## src/inc/iip_consts.vh

```
// constants for the isolated input port card
`ifndef IIP_CONSTS_VH
`define IIP_CONSTS_VH
`define IIP_OFS_LOW 2'h0
`define IIP_OFS_SECOND 2'h1
`define IIP_OFS_THIRD 2'h2
`define IIP_OFS_HIGH 2'h3
`define IIP_BASE_DEFAULT 8'hC0
`define IIP_BASE_TOP_BIT 7
`define IIP_CH_ZERO 0
`define IIP_CH_SIXTEEN 16
`define IIP_LEVELS 8
`define IIP_BYTE 8
`define IIP_SETTLE_ZERO 2'h0
`define IIP_SETTLE_STEP 2'h1
`define IIP_SETTLE_DONE 2'h3
`endif

```

## src/hdl/iip_port.v

```verilog
// isolated input port card: i/o slave, base decode and two edge interrupts
// Functional notes
// - four bytes hold 32 inputs, lowest first
// - four consecutive ports, low address bits select
// - base range 200h to 3FCh
// - base defaults to 300h
// - switch positions 1-8 compare A9-A2
// - interrupts from channels 0 and 16
// - irq routed to one of eight levels
// - separate edge jumper per source
// - write offset 0/2 clears matching flag
// - fire on jumper-selected rising/falling edge
// - removed level jumper drives no irq
`timescale 1ns/1ps
`include "iip_consts.vh"
module iip_port (
    input wire clk,
    input wire arst_n,
    input wire [9:0] bus_addr,
    input wire bus_aen,
    input wire bus_ior_n,
    input wire bus_iow_n,
    output reg [7:0] bus_data_out,
    output reg bus_data_oe,
    input wire [31:0] isolated_input,
    input wire [7:0] base_address_switch,
    input wire ch0_level_fitted,
    input wire [2:0] ch0_irq_level_jumper,
    input wire ch16_level_fitted,
    input wire [2:0] ch16_irq_level_jumper,
    input wire ch0_edge_jumper,
    input wire ch16_edge_jumper,
    output reg [7:0] irq_line,
    output reg ch0_flag_reg,
    output reg ch16_flag_reg
);
    // everything from the bus and pins is asynchronous to clk
    reg [9:0] addr_s1_reg;
    reg [9:0] addr_s2_reg;
    reg aen_s1_reg;
    reg aen_s2_reg;
    reg ior_s1_reg;
    reg ior_s2_reg;
    reg iow_s1_reg;
    reg iow_s2_reg;
    reg iow_prev_reg;
    reg [31:0] in_s1_reg;
    reg [31:0] in_s2_reg;
    reg [7:0] sw_s1_reg;
    reg [7:0] sw_s2_reg;
    reg [7:0] base_reg;
    reg ch0_prev_reg, ch16_prev_reg;
    reg fit0_s1_reg;
    reg fit0_s2_reg;
    reg fit16_s1_reg;
    reg fit16_s2_reg;
    reg [2:0] lvl0_s1_reg;
    reg [2:0] lvl0_s2_reg;
    reg [2:0] lvl16_s1_reg;
    reg [2:0] lvl16_s2_reg;
    reg edg0_s1_reg;
    reg edg0_s2_reg;
    reg edg16_s1_reg;
    reg edg16_s2_reg;
    reg [1:0] settle_reg;
    reg [1:0] settle_next;
    reg [7:0] data_next;
    reg [7:0] irq_next;
    wire selected;
    wire rd_act;
    wire wr_pulse;
    wire ch0_edge;
    wire ch16_edge;
    wire edges_live;
    wire wr_low;
    wire wr_third;
    wire [7:0] irq_from0;
    wire [7:0] irq_from16;

    // level code 0..7 maps to irq 2,3,5,7,10,11,12,15 on irq_line bits
    function [7:0] level_onehot;
        input fitted;
        input [2:0] code;
        begin
            level_onehot = fitted ? (8'h01 << code) : 8'h00;
        end
    endfunction

    function edge_hit;
        input now;
        input prev;
        input rising;
        begin
            edge_hit = rising ? (now & ~prev) : (~now & prev);
        end
    endfunction

    function offset_hit;
        input [1:0] addr_low;
        input [1:0] ofs;
        begin
            offset_hit = (addr_low == ofs);
        end
    endfunction

    always @(posedge clk or negedge arst_n) begin
        if (!arst_n) begin
            addr_s1_reg <= 10'h000;
            addr_s2_reg <= 10'h000;
            aen_s1_reg <= 1'b1;
            aen_s2_reg <= 1'b1;
            ior_s1_reg <= 1'b1;
            ior_s2_reg <= 1'b1;
            iow_s1_reg <= 1'b1;
            iow_s2_reg <= 1'b1;
            iow_prev_reg <= 1'b1;
        end else begin
            addr_s1_reg <= bus_addr;
            addr_s2_reg <= addr_s1_reg;
            aen_s1_reg <= bus_aen;
            aen_s2_reg <= aen_s1_reg;
            ior_s1_reg <= bus_ior_n;
            ior_s2_reg <= ior_s1_reg;
            iow_s1_reg <= bus_iow_n;
            iow_s2_reg <= iow_s1_reg;
            iow_prev_reg <= iow_s2_reg;
        end
    end

    // channel levels get their own pair of flops
    always @(posedge clk or negedge arst_n) begin
        if (!arst_n) begin
            in_s1_reg <= 32'h0000_0000;
            in_s2_reg <= 32'h0000_0000;
        end else begin
            in_s1_reg <= isolated_input;
            in_s2_reg <= in_s1_reg;
        end
    end

    always @(posedge clk or negedge arst_n) begin
        if (!arst_n) begin
            sw_s1_reg <= `IIP_BASE_DEFAULT;
            sw_s2_reg <= `IIP_BASE_DEFAULT;
        end else begin
            sw_s1_reg <= base_address_switch;
            sw_s2_reg <= sw_s1_reg;
        end
    end

    // jumpers are pins too; a move must not glitch the edge or level decode
    always @(posedge clk or negedge arst_n) begin
        if (!arst_n) begin
            fit0_s1_reg <= 1'b0;
            fit0_s2_reg <= 1'b0;
            fit16_s1_reg <= 1'b0;
            fit16_s2_reg <= 1'b0;
            lvl0_s1_reg <= 3'h0;
            lvl0_s2_reg <= 3'h0;
            lvl16_s1_reg <= 3'h0;
            lvl16_s2_reg <= 3'h0;
            edg0_s1_reg <= 1'b1;
            edg0_s2_reg <= 1'b1;
            edg16_s1_reg <= 1'b1;
            edg16_s2_reg <= 1'b1;
        end else begin
            fit0_s1_reg <= ch0_level_fitted;
            fit0_s2_reg <= fit0_s1_reg;
            fit16_s1_reg <= ch16_level_fitted;
            fit16_s2_reg <= fit16_s1_reg;
            lvl0_s1_reg <= ch0_irq_level_jumper;
            lvl0_s2_reg <= lvl0_s1_reg;
            lvl16_s1_reg <= ch16_irq_level_jumper;
            lvl16_s2_reg <= lvl16_s1_reg;
            edg0_s1_reg <= ch0_edge_jumper;
            edg0_s2_reg <= edg0_s1_reg;
            edg16_s1_reg <= ch16_edge_jumper;
            edg16_s2_reg <= edg16_s1_reg;
        end
    end

    // edge detect waits until the sync chain holds real pin levels
    always @* begin
        settle_next = settle_reg;
        if (settle_reg != `IIP_SETTLE_DONE) begin
            settle_next = settle_reg + `IIP_SETTLE_STEP;
        end
    end

    always @(posedge clk or negedge arst_n) begin
        if (!arst_n) begin
            settle_reg <= `IIP_SETTLE_ZERO;
        end else begin
            settle_reg <= settle_next;
        end
    end

    // a pin already high at release would otherwise look like an edge
    assign edges_live = (settle_reg == `IIP_SETTLE_DONE);

    // base starts at the factory value until the switch has been sampled
    always @(posedge clk or negedge arst_n) begin
        if (!arst_n) begin
            base_reg <= `IIP_BASE_DEFAULT;
        end else begin
            base_reg <= sw_s2_reg;
        end
    end

    // a9 must be set, which keeps the card inside 200h..3FFh
    assign selected = !aen_s2_reg && base_reg[`IIP_BASE_TOP_BIT]
        && (addr_s2_reg[9:2] == base_reg);
    assign rd_act = selected && !ior_s2_reg;
    assign wr_pulse = selected && !iow_s2_reg && iow_prev_reg;
    // clear strobes; offsets 1 and 3 decode to nothing
    assign wr_low = wr_pulse && offset_hit(addr_s2_reg[1:0], `IIP_OFS_LOW);
    assign wr_third = wr_pulse && offset_hit(addr_s2_reg[1:0], `IIP_OFS_THIRD);

    // a read held low keeps refreshing the byte from live inputs

    always @* begin
        case (addr_s2_reg[1:0])
            `IIP_OFS_LOW: data_next = in_s2_reg[7:0];
            `IIP_OFS_SECOND: data_next = in_s2_reg[15:8];
            `IIP_OFS_THIRD: data_next = in_s2_reg[23:16];
            `IIP_OFS_HIGH: data_next = in_s2_reg[31:24];
            default: data_next = 8'h00;
        endcase
    end

    // reads only drive the bus, no state changes
    always @(posedge clk or negedge arst_n) begin
        if (!arst_n) begin
            bus_data_out <= 8'h00;
        end else begin
            bus_data_out <= rd_act ? data_next : 8'h00;
        end
    end

    always @(posedge clk or negedge arst_n) begin
        if (!arst_n) begin
            bus_data_oe <= 1'b0;
        end else begin
            bus_data_oe <= rd_act;
        end
    end

    assign ch0_edge = edges_live
        && edge_hit(in_s2_reg[`IIP_CH_ZERO], ch0_prev_reg, edg0_s2_reg);
    assign ch16_edge = edges_live
        && edge_hit(in_s2_reg[`IIP_CH_SIXTEEN], ch16_prev_reg, edg16_s2_reg);

    // set beats a clear landing in the same cycle so no edge is lost
    always @(posedge clk or negedge arst_n) begin
        if (!arst_n) begin
            ch0_prev_reg <= 1'b0;
            ch0_flag_reg <= 1'b0;
        end else begin
            ch0_prev_reg <= in_s2_reg[`IIP_CH_ZERO];
            if (ch0_edge) begin
                ch0_flag_reg <= 1'b1;
            end else if (wr_low) begin
                ch0_flag_reg <= 1'b0;
            end
        end
    end

    always @(posedge clk or negedge arst_n) begin
        if (!arst_n) begin
            ch16_prev_reg <= 1'b0;
            ch16_flag_reg <= 1'b0;
        end else begin
            ch16_prev_reg <= in_s2_reg[`IIP_CH_SIXTEEN];
            if (ch16_edge) begin
                ch16_flag_reg <= 1'b1;
            end else if (wr_third) begin
                ch16_flag_reg <= 1'b0;
            end
        end
    end

    // a pulled level jumper routes nowhere, the flag itself still sets
    assign irq_from0 = level_onehot(fit0_s2_reg, lvl0_s2_reg);
    assign irq_from16 = level_onehot(fit16_s2_reg, lvl16_s2_reg);

    always @* begin
        irq_next = 8'h00;
        if (ch0_flag_reg) begin
            irq_next = irq_next | irq_from0;
        end
        if (ch16_flag_reg) begin
            irq_next = irq_next | irq_from16;
        end
    end

    always @(posedge clk or negedge arst_n) begin
        if (!arst_n) begin
            irq_line <= 8'h00;
        end else begin
            irq_line <= irq_next;
        end
    end
endmodule // iip_port

```

## config.mk

```make
export PLATFORM = sky130hd
export DESIGN_NAME = iip_port
export DESIGN_NICKNAME = d
export VERILOG_FILES = /design/src/hdl/iip_port.v
export VERILOG_INCLUDE_DIRS = /design/src /design/src/inc
export SDC_FILE = /design/constraint.sdc
export NUM_CORES = 1
export LEC_CHECK = 0
export BUFFER_PORTS_ARGS = -buffer_cell sky130_fd_sc_hd__buf_2
export CAP_MARGIN = 30
export CORE_MARGIN = 2
export CORE_UTILIZATION = 43
export CTS_BUF_LIST = sky130_fd_sc_hd__clkbuf_16
export CTS_CLUSTER_SIZE = 10
export DETAILED_ROUTE_END_ITERATION = 10
export PLACE_DENSITY = 0.66
export SYNTH_ARGS = -nofsm -noshare
export SYNTH_HDL_FRONTEND = slang
export SYNTH_SLANG_ARGS = --single-unit
export TNS_END_PERCENT = 100
```

## constraint.sdc

```tcl
create_clock -name clk -period 1.44 [get_ports clk]
set_clock_uncertainty 0.05 [all_clocks]
set_input_delay 0.072 -clock clk [delete_from_list [all_inputs] [get_ports clk]]
set_output_delay 0.072 -clock clk [all_outputs]
set_load 0.01 [all_outputs]
```

==> metrics.cfg <==
[status]
status = complete, but fails checks
violations = setup timing

[logic_synthesis]
netlist_area_um2 = 4550
synth_flop_cell = dfrtp_1
synth_area_leaders = dfrtp_1 78%, dfstp_2 9.8%, mux4_2 4.0%
ys_ff_latch = 158
ys_top_cells_by_count = 141 x dfrtp_1, 17 x dfstp_2, 8 x mux4_2, 8 x nor2b_1, 8 x xnor2_1
yosysUniqueCellTypes = 25
yosysMostFrequentCell = dfrtp_1
synth_edf_count = 0
netlist_instances = 226
syn_avg_cell_area_um2 = 20.1
synth_fp_nets = 292
synth_top_area_cell = dfrtp_1
yosysSeqAreaShare_pct = 87.4
synthArstFlopShare_pct = 100
yosys_warnings = 0
synth_top_cell_area_share_pct = 77.6

[timing]
worst_slack_ns = -0.212
period_minus_slack_ns = 1.65
rsz0062_at_grt = yes
post-route-period-util_pct = 115
setup_viol = 9
worst_pin_slew_ns = 0.444
max_freq_mhz = 605
hold_viol = 0
maxSlewHeadroom_pct = 70.4
whs_ns = 0.0691
report.final.slew_viol_count = 0
fin_tns_setup_ns = -1.73

[worst_setup_path]
cp-start-kind = register
crit_path_end_kind = register
cp_max_fo = 9
critPathKind = reg2reg
cp_data_arrival_time_ns = 1.93
cp_data_required_time_ns = 1.72

[power_and_ir_drop]
ir_drop_uv = 747
power_density_nw_per_um2 = 1510
p_leak_nw = 3.01

[clock_tree]
cts_tree = built
cts_buffers = 17
cts.clk_slew.worst_paths_ns = 0.06
h-tree-depth = 4
clockBufferDepth = 2
clock_latency_ns = 0.41
cts-root-buf = clkbuf_16
cts_sinks = 158

[global_route]
grtUsageTotal_pct = 15.3
grt_pass1_vias = 2564
overflow = 0
grt_pass1_wl_um = 12500
grt_max_degree = 43
antenna_found_initial = 0

[place]
hpwl_um = 4400
port_buffers = 83
gp_congestion = 0.741
dp_slack_ns = -0.227
dp_cells = 452

[route]
vias = 2332
routedWlPerCell_um = 13.7
drtIter0Drc = 94
firstDrtPassIters = 4
ant_nets = 0
remaining_drc_errors = 0
via_per_inst = 4.26
drt_wl_total_um = 7530

[cells_and_area]
n_antenna_cell = 0
drive_gt1_share_pct = 37.1
fin_nets = 465
stdcell_count = 548
area_growth_pct = 43.5
post-route-util_pct = 63.5

[floorplan]
die-area_um2 = 11400
dieHeight_um = 107
ios = 84
core_um2 = 10300
die_w_um = 107
start_util_pct = 44.3
core.rowCount = 37

[min_path]
hp-class = in2async

[job]
maxCapViolCount = 0

power by group:
group          switching (W)  internal (W)  total [W]
clock network        0.00160       0.00304    0.00464
registers          0.0000779       0.00467    0.00474
logic               0.000190      0.000282   0.000472
total                0.00187       0.00799    0.00986
layer usage:
layer	GRT usage [%]	up-vias	part of all wire [%]
met5	0	-	0
met4	7.79	0	1.8
met3	5.41	9	3.5
met2	24.6	53	54
met1	18.3	1167	41
li1	-	1103	-
what timing repair did:
action                                  in CTS  in global routing
buffers inserted                             1                  0
pin swaps                                    7                  1
resized for setup                            5                  2
hold buffers                                64                  0
endpoints found under the setup margin      11                 11
hold endpoints to repair                   206                  0
critical path, stage by stage (launching register included):
cell and delay (ns):
dfrtp_1 0.37, xnor2_1 0.18, nand4_1 0.17, or4_4 0.55, buf_6 0.16, nor2b_2 0.11
worst paths after layout:
kind / start / end / slack, ns / depth (start not counted)
worst min register to register: addr_s1_reg[6] / addr_s2_reg[6] / 0.30 / 0
worst max-delay path: addr_s2_reg[7] / bus_data_out[0] / -0.21 / 5
min in group clk: base_address_switch[3] / sw_s1_reg[3] / 0.24 / 2
max in group asynchronous: arst_n / edg16_s1_reg / 0.58 / 3
worst min-delay path: arst_n / addr_s1_reg[9] / 0.07 / 2
worst max register to register: addr_s2_reg[7] / bus_data_out[0] / -0.21 / 5
cells in the final DEF, fill, tap and decap left out, drive strengths merged, types with 2 or more instances in the layout:
cell type | synthesis | routed
dfrtp | 141 | 141
o41ai | 2 | 2
clkinvlp | 0 | 2
clkbuf | 1 | 17
clkinv | 0 | 5
inv | 1 | 4
nand2b | 4 | 4
nand2 | 7 | 7
nor3b | 2 | 2
xnor2 | 8 | 8
o22ai | 6 | 6
nor2b | 8 | 8
bufinv | 0 | 5
nand3b | 3 | 3
buf | 2 | 93
dlygate4sd3 | 0 | 64
mux4 | 8 | 8
o32ai | 2 | 2
dfstp | 17 | 17
nor2 | 3 | 3
o21ai | 2 | 2
nand3 | 3 | 3
cells by family (layout without fill, tap and decap cells):
logic type / after synthesis / after routing / synth area share (%)
AOI/OAI and AO/OA: 12 / 12 / 1.82
xor gates and xnor gates: 8 / 8 / 1.54
adders and majority gates: 1 / 1 / 0.275
buffers and inverters: 4 / 190 / 0.522
DFF: 158 / 158 / 87.4
muxes: 9 / 9 / 4.21
and+or+nand+nor: 34 / 34 / 4.26
through the flow:
step	power, W	cell area, µm²
after floorplan	0.00490	4550
after global placement	0.00514	5220
after detailed placement	0.00515	5220
after CTS	0.00997	6520
after global routing	0.0103	6530
final	0.00986	6530
cell type report:
cell class	instances	area (µm²)
inverter	1	3.75
sequential	158	3980
tap	136	170
clock buffer	17	425
fill	723	3750
clock inverter	15	203
multi-input combinational	64	579
timing repair buffer	157	1170
Note: power is estimated with default switching activity, not from simulation.
